**src/rtl/led_pwm_defs.svh**
```systemverilog
`ifndef LED_PWM_DEFS_SVH
`define LED_PWM_DEFS_SVH

// command addresses of the intensity registers
`define ADDR_MASTER_NINTH    8'h0e
`define ADDR_PAIR_BASE       8'h10
`define PAIR_REG_COUNT       4

// field positions inside the master / ninth-output register
`define MASTER_MSB           7
`define MASTER_LSB           4
`define NINTH_MSB            3
`define NINTH_LSB            0

// field positions inside a pair register
`define PAIR_ODD_MSB         7
`define PAIR_ODD_LSB         4
`define PAIR_EVEN_MSB        3
`define PAIR_EVEN_LSB        0

// reset values
`define RST_MASTER_NINTH     8'h00
`define RST_PAIR             8'h00
`define RST_READ_DATA        8'h00

// special intensity codes
`define LEVEL_STATIC         4'hf
`define LEVEL_OFF            4'h0
`define SLOT_LAST            4'hf
`define MASTER_STEPS         4'he

// timebase: ref_clk cycles per pwm slot (internal oscillator rate stand-in)
`define OSC_DIV              8'h04

`endif

```
**src/rtl/led_pwm_pkg.sv**
```systemverilog
package led_pwm_pkg;

  // one intensity setting
  typedef logic [3:0] nibble_t;

  // timebase state: oscillator stopped or running
  typedef enum logic [1:0] {
    TB_STOP = 2'b01,
    TB_RUN  = 2'b10
  } tb_state_t;

endpackage : led_pwm_pkg

```
**src/rtl/pwm_timebase.sv**
```systemverilog
`timescale 1ns/1ps
`include "led_pwm_defs.svh"

module pwm_timebase (
  // clock and reset
  input  wire logic               ref_clk,
  input  wire logic               rstn,
  // master intensity
  input  wire led_pwm_pkg::nibble_t master_level,
  // timebase outputs
  output led_pwm_pkg::nibble_t    slot,
  output logic                    slot_en,
  output logic                    cycle_end,
  output logic                    master_win,
  output logic                    osc_run
);

  led_pwm_pkg::tb_state_t state_r;
  logic [7:0]             div_r;
  led_pwm_pkg::nibble_t   slot_r;
  led_pwm_pkg::nibble_t   mcnt_r;

  // master level zero parks the oscillator
  always_ff @(posedge ref_clk or negedge rstn) begin
    if (!rstn) begin
      state_r <= led_pwm_pkg::TB_STOP;
    end else begin
      unique case (state_r)
        led_pwm_pkg::TB_STOP: begin
          if (master_level != `LEVEL_OFF) state_r <= led_pwm_pkg::TB_RUN;
        end
        led_pwm_pkg::TB_RUN: begin
          if (master_level == `LEVEL_OFF) state_r <= led_pwm_pkg::TB_STOP;
        end
      endcase
    end
  end

  assign osc_run = (state_r == led_pwm_pkg::TB_RUN);

  // prescaler: one slot enable per OSC_DIV cycles
  always_ff @(posedge ref_clk or negedge rstn) begin
    if (!rstn) begin
      div_r <= 8'h00;
    end else if (!osc_run || div_r == `OSC_DIV - 8'h01) begin
      div_r <= 8'h00;
    end else begin
      div_r <= div_r + 8'h01;
    end
  end

  assign slot_en   = osc_run && (div_r == `OSC_DIV - 8'h01);
  assign cycle_end = slot_en && (slot_r == `SLOT_LAST);

  // 16-slot pwm counter
  always_ff @(posedge ref_clk or negedge rstn) begin
    if (!rstn) begin
      slot_r <= 4'h0;
    end else if (!osc_run) begin
      slot_r <= 4'h0;
    end else if (slot_en) begin
      slot_r <= slot_r + 4'h1;
    end
  end

  // master window: whole pwm cycles, 15 per master period
  always_ff @(posedge ref_clk or negedge rstn) begin
    if (!rstn) begin
      mcnt_r <= 4'h0;
    end else if (!osc_run) begin
      mcnt_r <= 4'h0;
    end else if (cycle_end) begin
      mcnt_r <= (mcnt_r == `MASTER_STEPS) ? 4'h0 : mcnt_r + 4'h1;
    end
  end

  assign slot       = slot_r;
  assign master_win = osc_run && (mcnt_r < master_level);

endmodule : pwm_timebase

```
**src/rtl/led_pwm_blink_intensity.sv**
```systemverilog
// Contract
// - With blinking on, settings 0x0-0xE drive low for setting+1 of 16 slots in a phase whose bit is 0, inverted when 1.
// - Setting 0x7 gives 8 low and 8 high slots whatever the phase bit.
// - For 0x0-0x6, bits 0/1 in phases 0/1 give dim then bright, and the reverse pattern swaps them.
// - For 0x8-0xE, bits 0/1 in phases 0/1 give bright then dim, and the reverse pattern swaps them.
// - Setting 0xF is static: held low in a phase whose bit is 0, released in a phase whose bit is 1.
// - Command address 0x0e holds master level in bits 7-4 and ninth-output level in bits 3-0, host writable.
// - Reading 0x0e returns both nibbles unchanged in place.
// - Master level zero gives zero duty, stops the oscillator and leaves all outputs static.
// - Master levels 1-15 give master duty of level/15.
// - Ninth-output levels 0x0-0xE give duty (level+1)/16 with its level bit 0, (15-level)/16 with it 1, and 0xF a static output.
// - With blinking off, each output uses only its phase-0 bit to pick normal or inverted duty.
// - Per-output levels pack two per register from 0x10, odd output high nibble, even output low nibble.
`timescale 1ns/1ps
`include "led_pwm_defs.svh"

module led_pwm_blink_intensity (
  // clock and reset
  input  wire logic       ref_clk,
  input  wire logic       rstn,
  // register port, command addressed
  input  wire logic [7:0] reg_addr,
  input  wire logic       reg_wr_en,
  input  wire logic [7:0] reg_wdata,
  input  wire logic       reg_rd_en,
  output logic      [7:0] reg_rdata,
  output logic            reg_rd_valid,
  output logic            reg_rd_hit,
  // blink control from the blink block
  input  wire logic       blink_enable,
  input  wire logic       blink_phase,
  input  wire logic [7:0] phase0_bits,
  input  wire logic [7:0] phase1_bits,
  // ninth output level bit from its own register
  input  wire logic       ninth_output_bit,
  // open-drain port outputs, oe high sinks current
  output logic      [7:0] port_o,
  output logic      [7:0] port_oe,
  output logic            ninth_output_o,
  output logic            ninth_output_oe,
  // timebase status
  output logic            osc_running
);

  // host-visible storage
  logic [7:0]           master_ninth_r;
  logic [7:0]           pair_r [`PAIR_REG_COUNT];
  // settings in use for the current pwm cycle
  logic [7:0]           master_ninth_act_r;
  logic [7:0]           pair_act_r [`PAIR_REG_COUNT];
  // timebase
  led_pwm_pkg::nibble_t slot;
  logic                 slot_en;
  logic                 cycle_end;
  logic                 master_win;
  logic                 osc_run;
  // per-output decisions
  logic [7:0]           inv_sel;
  logic [7:0]           port_low_nxt;
  logic                 ninth_low_nxt;
  logic [7:0]           port_oe_r;
  logic                 ninth_oe_r;
  logic [7:0]           rdata_r;
  logic                 rd_valid_r;
  logic                 rd_hit_r;

  // true when the address falls in the pair register block
  function automatic logic is_pair_addr(input logic [7:0] addr);
    is_pair_addr = (addr >= `ADDR_PAIR_BASE) &&
                   (addr < `ADDR_PAIR_BASE + 8'(`PAIR_REG_COUNT));
  endfunction : is_pair_addr

  // index of a pair register from its address
  function automatic logic [1:0] pair_index(input logic [7:0] addr);
    logic [7:0] diff;
    diff       = addr - `ADDR_PAIR_BASE;
    pair_index = diff[1:0];
  endfunction : pair_index

  // intensity nibble of output n from the pair registers
  function automatic led_pwm_pkg::nibble_t level_of(input logic [7:0] pair, input logic odd);
    level_of = odd ? pair[`PAIR_ODD_MSB:`PAIR_ODD_LSB] : pair[`PAIR_EVEN_MSB:`PAIR_EVEN_LSB];
  endfunction : level_of

  // sink decision for one output in the current slot
  // inv=0: low for level+1 slots; inv=1: low for the other 15-level slots
  // level 0xf skips pwm and the master window entirely
  function automatic logic sink_now(input led_pwm_pkg::nibble_t level,
                                    input logic                 inv,
                                    input led_pwm_pkg::nibble_t cnt,
                                    input logic                 win);
    logic pwm_low;
    pwm_low = 1'b0;
    if (level == `LEVEL_STATIC) begin
      sink_now = !inv;
    end else begin
      pwm_low  = inv ? (cnt > level) : (cnt <= level);
      sink_now = win && pwm_low;
    end
  endfunction : sink_now

  // timebase, stopped while master level is zero
  pwm_timebase u_timebase (
    .ref_clk      (ref_clk),
    .rstn         (rstn),
    .master_level (master_ninth_r[`MASTER_MSB:`MASTER_LSB]),
    .slot         (slot),
    .slot_en      (slot_en),
    .cycle_end    (cycle_end),
    .master_win   (master_win),
    .osc_run      (osc_run)
  );

  // master / ninth register write
  always_ff @(posedge ref_clk or negedge rstn) begin
    if (!rstn) begin
      master_ninth_r <= `RST_MASTER_NINTH;
    end else if (reg_wr_en && reg_addr == `ADDR_MASTER_NINTH) begin
      master_ninth_r <= reg_wdata;
    end
  end

  // pair register writes, two outputs per byte
  always_ff @(posedge ref_clk or negedge rstn) begin
    if (!rstn) begin
      for (int i = 0; i < `PAIR_REG_COUNT; i++) begin
        pair_r[i] <= `RST_PAIR;
      end
    end else if (reg_wr_en && is_pair_addr(reg_addr)) begin
      pair_r[pair_index(reg_addr)] <= reg_wdata;
    end
  end

  // readback, one cycle after the strobe; other addresses belong elsewhere
  always_ff @(posedge ref_clk or negedge rstn) begin
    if (!rstn) begin
      rdata_r    <= `RST_READ_DATA;
      rd_valid_r <= 1'b0;
      rd_hit_r   <= 1'b0;
    end else begin
      rd_valid_r <= reg_rd_en;
      if (reg_rd_en) begin
        if (reg_addr == `ADDR_MASTER_NINTH) begin
          rdata_r  <= master_ninth_r;
          rd_hit_r <= 1'b1;
        end else if (is_pair_addr(reg_addr)) begin
          rdata_r  <= pair_r[pair_index(reg_addr)];
          rd_hit_r <= 1'b1;
        end else begin
          rdata_r  <= `RST_READ_DATA;
          rd_hit_r <= 1'b0;
        end
      end
    end
  end

  assign reg_rdata    = rdata_r;
  assign reg_rd_valid = rd_valid_r;
  assign reg_rd_hit   = rd_hit_r;

  // pair and ninth levels move into use only at a cycle boundary, so their writes never
  // leave a runt pulse; the master level acts at once; while stopped they follow at once
  always_ff @(posedge ref_clk or negedge rstn) begin
    if (!rstn) begin
      master_ninth_act_r <= `RST_MASTER_NINTH;
      for (int i = 0; i < `PAIR_REG_COUNT; i++) begin
        pair_act_r[i] <= `RST_PAIR;
      end
    end else if (cycle_end || !osc_run) begin
      master_ninth_act_r <= master_ninth_r;
      for (int i = 0; i < `PAIR_REG_COUNT; i++) begin
        pair_act_r[i] <= pair_r[i];
      end
    end
  end

  // phase bit per output: blink on picks by current phase, else phase 0 only
  always_comb begin
    if (blink_enable) begin
      inv_sel = blink_phase ? phase1_bits : phase0_bits;
    end else begin
      inv_sel = phase0_bits;
    end
  end

  // per-output sink decision; inverted duty swaps dim and bright by setting
  always_comb begin
    port_low_nxt = 8'h00;
    for (int n = 0; n < 8; n++) begin
      port_low_nxt[n] = sink_now(level_of(pair_act_r[n / 2], n[0]), inv_sel[n], slot,
                                 master_win);
    end
  end

  // ninth output uses its own nibble and its own level bit, no blink phase
  always_comb begin
    ninth_low_nxt = sink_now(master_ninth_act_r[`NINTH_MSB:`NINTH_LSB], ninth_output_bit, slot,
                             master_win);
  end

  // registered pin enables; with the oscillator stopped the window is
  // closed, so pwm outputs sit released and 0xf outputs keep their level
  always_ff @(posedge ref_clk or negedge rstn) begin
    if (!rstn) begin
      port_oe_r  <= 8'h00;
      ninth_oe_r <= 1'b0;
    end else begin
      port_oe_r  <= port_low_nxt;
      ninth_oe_r <= ninth_low_nxt;
    end
  end

  // open drain: data always low, the enable does the work
  assign port_o          = 8'h00;
  assign port_oe         = port_oe_r;
  assign ninth_output_o  = 1'b0;
  assign ninth_output_oe = ninth_oe_r;
  assign osc_running     = osc_run;

endmodule : led_pwm_blink_intensity

```
**config.mk**
```make
export PLATFORM = sky130hd
export DESIGN_NAME = led_pwm_blink_intensity
export DESIGN_NICKNAME = d
export VERILOG_FILES = /design/src/rtl/led_pwm_pkg.sv /design/src/rtl/pwm_timebase.sv /design/src/rtl/led_pwm_blink_intensity.sv
export VERILOG_INCLUDE_DIRS = /design/src /design/src/rtl
export SDC_FILE = /design/constraint.sdc
export NUM_CORES = 1
export LEC_CHECK = 0
export ABC_CLOCK_PERIOD_IN_PS = 2420
export BUFFER_PORTS_ARGS = -buffer_cell sky130_fd_sc_hd__buf_4
export CORE_ASPECT_RATIO = 2
export CORE_MARGIN = 2
export CORE_UTILIZATION = 50
export DETAILED_ROUTE_END_ITERATION = 8
export GPL_TIMING_DRIVEN = 0
export PLACE_DENSITY = 0.73
export RECOVER_POWER = 50
export SYNTH_ARGS = -nofsm -noshare
export SYNTH_HDL_FRONTEND = slang
export SYNTH_HIERARCHICAL = 1
export SYNTH_SLANG_ARGS = --single-unit
```
**constraint.sdc**
```tcl
create_clock -name ref_clk -period 2.42 [get_ports ref_clk]
set_clock_uncertainty 0.15 [all_clocks]
set_input_delay 0.242 -clock ref_clk [delete_from_list [all_inputs] [get_ports ref_clk]]
set_output_delay 0.242 -clock ref_clk [all_outputs]
set_load 0.1 [all_outputs]
```
==> flow_metrics.env, run 1 <==
export IMPL_drtIter0Drc=164
export IMPL_initial_core_util_pct=50.8
export IMPL_crit_path_start="u_timebase/state_r[0]"
export IMPL_final_core_util_pct=62.9
export IMPL_clock_latency_ns=0.41
export IMPL_peakVddDrop_uv=650
export IMPL_place_area_mm2=0.00677
export IMPL_cts_setup_buffers=0
export IMPL_cts_root_buf="clkbuf_16"
export IMPL_r2r_cells=7
export IMPL_hp_class="in -> reg"
export IMPL_p_leak_nw=3.59
export IMPL_clock_path_buffers=2
export IMPL_grt_max_degree=66
export IMPL_die_w_um=82.0
export IMPL_worst_pin_slew_ns=1.26
export IMPL_cp_end_kind="register"
export IMPL_vias=4303
export IMPL_synth_area_mm2=0.00608
export IMPL_gp_congestion=0.789
export IMPL_rsz0062_at_grt="false"
export IMPL_holdWs_ns=0.0200
export IMPL_path_class="reg -> reg"
export IMPL_dp_slack_ns=-0.407
export IMPL_antenna_found_initial=0
export IMPL_crit_slowest_cell="dfstp_2"
export IMPL_num_io_pins=68
export IMPL_reg2reg_to="pair_act_r[1]"
export IMPL_setup_slack_ns=0.0930
export IMPL_path_cells="nand2b_1 -> buf_2 -> nor3_1 -> nor2b_1 -> buf_2 -> buf_4 -> mux2_2"
export IMPL_min_delay_start="phase1_bits[7]"
export IMPL_status="completed"
export IMPL_dp_cells=721
export IMPL_critPathMaxStageDelay_ns=0.51
export IMPL_areaGrowthSynthToFinish_pct=23.8
export IMPL_period_share_pct=96.2
export IMPL_first_global_vias=4370
export IMPL_crit_cells=7
export IMPL_final_area_mm2=0.00753
export IMPL_drive_above_1_share_pct=32.6
export IMPL_io_buffers=58
export IMPL_postSynthCellCount=507
export IMPL_cts_tree="done"
export IMPL_grt_pass1_wl_um=22000
export IMPL_avgViaCountPerCell=5.59
export IMPL_crit_top_cell="buf_2"
export IMPL_drtAntennaViolNets=0
export IMPL_period_needed_ns=2.33
export IMPL_grt_remaining_overflow=0
export IMPL_cts_made_buffers=17
export IMPL_whs_path_depth=3
export IMPL_reg2reg_from="u_timebase/state_r[0]"
export IMPL_cts_num_sinks=113
export IMPL_slew_viol_final=0
export IMPL_drc=0
export IMPL_die_h_um=160
export IMPL_nNetsFinal=692
export IMPL_core_mm2=0.0120
export IMPL_crit_family="buffers and inverters"
export IMPL_cp_buffers_inverters=3
export IMPL_path_max_fanout=10
export IMPL_yosysWarningCount=6
export IMPL_track_usage_pct=22.4
export IMPL_setup_violations=0
export IMPL_cp_endpoint="pair_act_r[1]"
export IMPL_n_antenna_cell=0
export IMPL_cp_arrival_ns=2.47
export IMPL_max_slew_margin_rel_pct=15.8
export IMPL_r2r_slack_ns=0.09
export IMPL_synth_area_per_cell_um2=12.0
export IMPL_maxCapViolations=0
export IMPL_critPathLaunchType="register"
export IMPL_fmax_ghz=0.430
export IMPL_drtPass1Iterations=4
export IMPL_row_count=57
export IMPL_power_density_mw_per_mm2=812
export IMPL_fin_cells=770
export IMPL_cp_required_ns=2.56
export IMPL_dieArea_mm2=0.0131
export IMPL_hold_viol_final=0
export IMPL_nFillCells=937
export IMPL_routed_wl_um=13300
export IMPL_wl_per_cell_um=17.3
export IMPL_htree_levels=4
export IMPL_clk_pin_slew_ns=0.05
export IMPL_dp_hpwl_um=9310
[state kept, by name, summed over array words and instances, names as in the netlist, 2 cells and up]
name,cells
u_timebase/mcnt_r,4
port_oe,8
pair_act_r,32
pair_r,32
master_ninth_r,8
u_timebase/state_r,2
master_ninth_act_r,4
reg_rdata,8
u_timebase/div_r,8
u_timebase/slot,4
[layer usage]
layer,vias up,share of wire (%),track usage (%)
li1,2052,-,-
met1,2140,43,29.3
met2,93,51,36.3
met3,18,3.9,5.54
met4,0,1.7,6.74
met5,-,0,0
[stage by stage]
step | power, mW | TNS, ns
floorplan | 3.21 | 0
finish | 6.11 | 0
global placement | 3.53 | -9.76
global route | 6.38 | 0
detailed placement | 3.58 | -11.47
CTS | 6.16 | 0
[how the worst min path moves through the flow]
stage                     slack [ns]               endpoint
after global placement          0.21           reg_rd_valid
after floorplan                -0.20  master_ninth_act_r[0]
final                           0.02             port_oe[7]
after CTS                     0.0005             port_oe[7]
after detailed placement        0.07             port_oe[0]
after global routing            0.02             port_oe[7]
[report_power, final]
| group | internal (mW) | switching [mW] |
|---|---|---|
| Combinational | 0.589 | 0.835 |
| Sequential | 2.05 | 0.117 |
| Clock | 1.68 | 0.838 |
[cells in the final DEF, fill, tap and decap left out, types with 9 or more instances in the layout]
cell type and instances:
buf_4 67, nand2_1 17, inv_1 43, mux2_2 60, clkbuf_16 17, mux2i_1 10, mux2_4 16, nand3_1 9
nor2_1 13, dlygate4sd3_1 17, nor2b_1 12, nand4_1 14, a21oi_1 22, conb_1 9, o21ai_0 22, dfrtp_1 111
ha_1 43
[worst register-to-register path: stages, from the launching register on]
cell and delay (ns):
dfstp_2 0.51, nand2b_1 0.22, buf_2 0.25, nor3_1 0.08, nor2b_1 0.10, buf_2 0.25
buf_4 0.27, mux2_2 0.37
[timing repair]
action                                  4_1_cts  5_1_grt
endpoints found under the hold margin        93        0
hold buffers                                 17        0
pin swaps                                     0        0
gates resized for setup                       7        3
endpoints found under the setup margin       36       30
[final cells by class]
| class | instances | area, um^2 | share of cell area [%] |
|---|---|---|---|
| Clock buffer | 20 | 467 | 6.20 |
| Multi-Input combinational cell | 335 | 2990 | 39.7 |
| Sequential cell | 113 | 2830 | 37.6 |
| Inverter | 44 | 169 | 2.24 |
| Clock inverter | 12 | 138 | 1.83 |
| Tap cell | 147 | 184 | 2.44 |
| Timing Repair Buffer | 76 | 614 | 8.16 |
| Buffer | 23 | 136 | 1.81 |
No activity file was read; power rests on OpenSTA's default activity.
==> run 2: changes to the inputs <==
Settings changed: ABC_CLOCK_PERIOD_IN_PS 2420 to 2700, PLACE_DENSITY 0.73 to 0.7.
Clock period 2.42 ns to 2.7 ns, I/O delays scaled along.
==> run 2 against run 1 <==
Effect of this change: the flow now finishes with violations (capacitance limit, slew limit); sequential cell count is the same; power shrank 11%; critical path depth is the same; hold slack gained 0.013 ns.
==> flow_metrics.env, run 2 (synthesis gave the netlist of run 1 again) <==
export IMPL_row_count=57
export IMPL_violations="capacitance limit, slew limit"
export IMPL_p_total_mw=5.43
export IMPL_max_slew_margin_rel_pct=-2.75
export IMPL_grt_remaining_overflow=0
export IMPL_avgViaCountPerCell=5.57
export IMPL_critPathLaunchType="register"
export IMPL_status="finished, violations left"
export IMPL_cp_arrival_ns=2.66
export IMPL_p_clk_share_pct=41.3
export IMPL_power_density_mw_per_mm2=729
export IMPL_intPower_mw=3.86
export IMPL_n_antenna_cell=0
export IMPL_dp_cells=722
export IMPL_period_share_pct=93.6
export IMPL_fin_cells=764
export IMPL_slew_viol_final=72
export IMPL_cts_root_buf="clkbuf_16"
export IMPL_clock_latency_ns=0.41
export IMPL_final_area_mm2=0.00745
export IMPL_nNetsFinal=687
export IMPL_rsz0062_at_grt="false"
export IMPL_areaGrowthSynthToFinish_pct=22.5
export IMPL_dieArea_mm2=0.0131
export IMPL_gp_congestion=0.788
export IMPL_num_io_pins=68
export IMPL_die_h_um=160
export IMPL_largestRegisters="pair_act_r: 32 flops, pair_r: 32 flops"
export IMPL_initial_core_util_pct=50.8
export IMPL_grt_max_degree=72
export IMPL_switching_share_pct=28.9
export IMPL_worst_pin_slew_ns=1.54
export IMPL_track_usage_pct=21.9
export IMPL_final_core_util_pct=62.2
export IMPL_vias=4255
export IMPL_htree_levels=4
export IMPL_layout_commonest_cell="dfrtp_1"
export IMPL_setup_slack_ns=0.173
export IMPL_drtPass1Iterations=4
export IMPL_drive_above_1_share_pct=31.9
export IMPL_cts_num_sinks=113
export IMPL_nFillCells=984
export IMPL_cts_tree="done"
export IMPL_drc=0
export IMPL_tns_ns=0
export IMPL_cts_made_buffers=17
export IMPL_dp_hpwl_um=9250
export IMPL_die_w_um=82.0
export IMPL_cp_required_ns=2.84
export IMPL_fmax_ghz=0.396
export IMPL_period_needed_ns=2.53
export IMPL_p_leak_nw=3.57
export IMPL_cp_end_kind="register"
export IMPL_drtAntennaViolNets=0
export IMPL_path_class="reg -> reg"
export IMPL_grt_pass1_wl_um=21600
export IMPL_path_max_fanout=12
export IMPL_sequentialPowerShare_pct=35.7
export IMPL_routed_wl_um=13100
export IMPL_pwr_share_comb_pct=22.9
export IMPL_layout_cells_most_common_list="dfrtp_1 (112), buf_4 (64), mux2_2 (60)"
export IMPL_hp_class="in -> reg"
export IMPL_antenna_found_initial=0
export IMPL_wl_per_cell_um=17.2
export IMPL_drtIter0Drc=221
export IMPL_io_buffers=58
export IMPL_core_mm2=0.0120
export IMPL_maxCapViolations=1
export IMPL_dp_slack_ns=-0.0786
export IMPL_p_sw_mw=1.57
export IMPL_setup_violations=0
export IMPL_first_global_vias=4265
export IMPL_clk_pin_slew_ns=0.05
export IMPL_hold_viol_final=0
export IMPL_holdWs_ns=0.0331
export IMPL_clock_path_buffers=2
export IMPL_place_area_mm2=0.00678
export IMPL_peakVddDrop_uv=634
run 2: changes by cell type in the layout (fill, tap and decap cells not counted), moves of 2 or more:
| cell | previous run | this run |
|---|---|---|
| clkbuf_8 | 3 | 7 |
| clkinv_2 | 8 | 2 |
| clkbuf_1 | 7 | 11 |
| dlygate4sd3_1 | 17 | 11 |
| buf_4 | 67 | 64 |
| buf_2 | 4 | 6 |
| clkinvlp_4 | 2 | 0 |
run 2: cell type report:
| class | count | area [um^2] | area share (%) |
|---|---|---|---|
| timing repair buffer | 71 | 558 | 7.49 |
| clock buffer | 27 | 533 | 7.15 |
| multi-input combinational | 335 | 2980 | 40.0 |
| inverter | 44 | 165 | 2.22 |
| clock inverter | 4 | 70.1 | 0.940 |
| sequential | 113 | 2830 | 38.0 |
| buffer | 23 | 129 | 1.73 |
| tap | 147 | 184 | 2.47 |
run 2: power groups by stage:
stage          registers, mW  logic [mW]  clock network (mW)
5_1_grt                 1.96        1.36                2.36
6_report                1.94        1.25                2.25
4_1_cts                 1.94        1.26                2.27
2_1_floorplan           2.04       0.827                   0
3_3_place_gp            1.96        1.20                   0
3_5_place_dp            1.97        1.24                   0
run 2: worst paths after layout:
path / start / end / slack, ns / cells after the start
max: u_timebase/slot[1] / master_ninth_act_r[1] / 0.17 / 7
min: phase1_bits[7] / port_oe[7] / 0.03 / 3
max reg2reg: u_timebase/slot[1] / master_ninth_act_r[1] / 0.17 / 7
min reg2reg: u_timebase/div_r[0] / u_timebase/div_r[0] / 0.31 / 1
max in group asynchronous: rstn / u_timebase/slot[3] / 0.42 / 4
min in group asynchronous: rstn / port_oe[6] / 0.07 / 2
run 2: repair_timing:
action,CTS,global route
endpoints found under the hold margin,97,0
pin swaps,0,0
resized for setup,2,2
hold buffers,11,0
setup endpoints to repair,30,6
buffers inserted,0,0
run 2: metal layers:
| metal | GRT usage (%) | vias to the layer above | part of all wire, % |
|---|---|---|---|
| met5 | 0 | - | 0 |
| met4 | 8.03 | 0 | 2.3 |
| met3 | 5.65 | 19 | 4.4 |
| met2 | 34.8 | 117 | 50 |
| met1 | 28.5 | 2077 | 43 |
| li1 | - | 2042 | - |
run 2: worst max-delay path, cell delays in order, from the launching register on:
cell and delay (ns):
dfrtp_1 0.61, ha_1 0.34, nand3_1 0.12, nor3_1 0.07, nor2b_1 0.11, clkbuf_2 0.26, buf_2 0.35, mux2_2 0.39
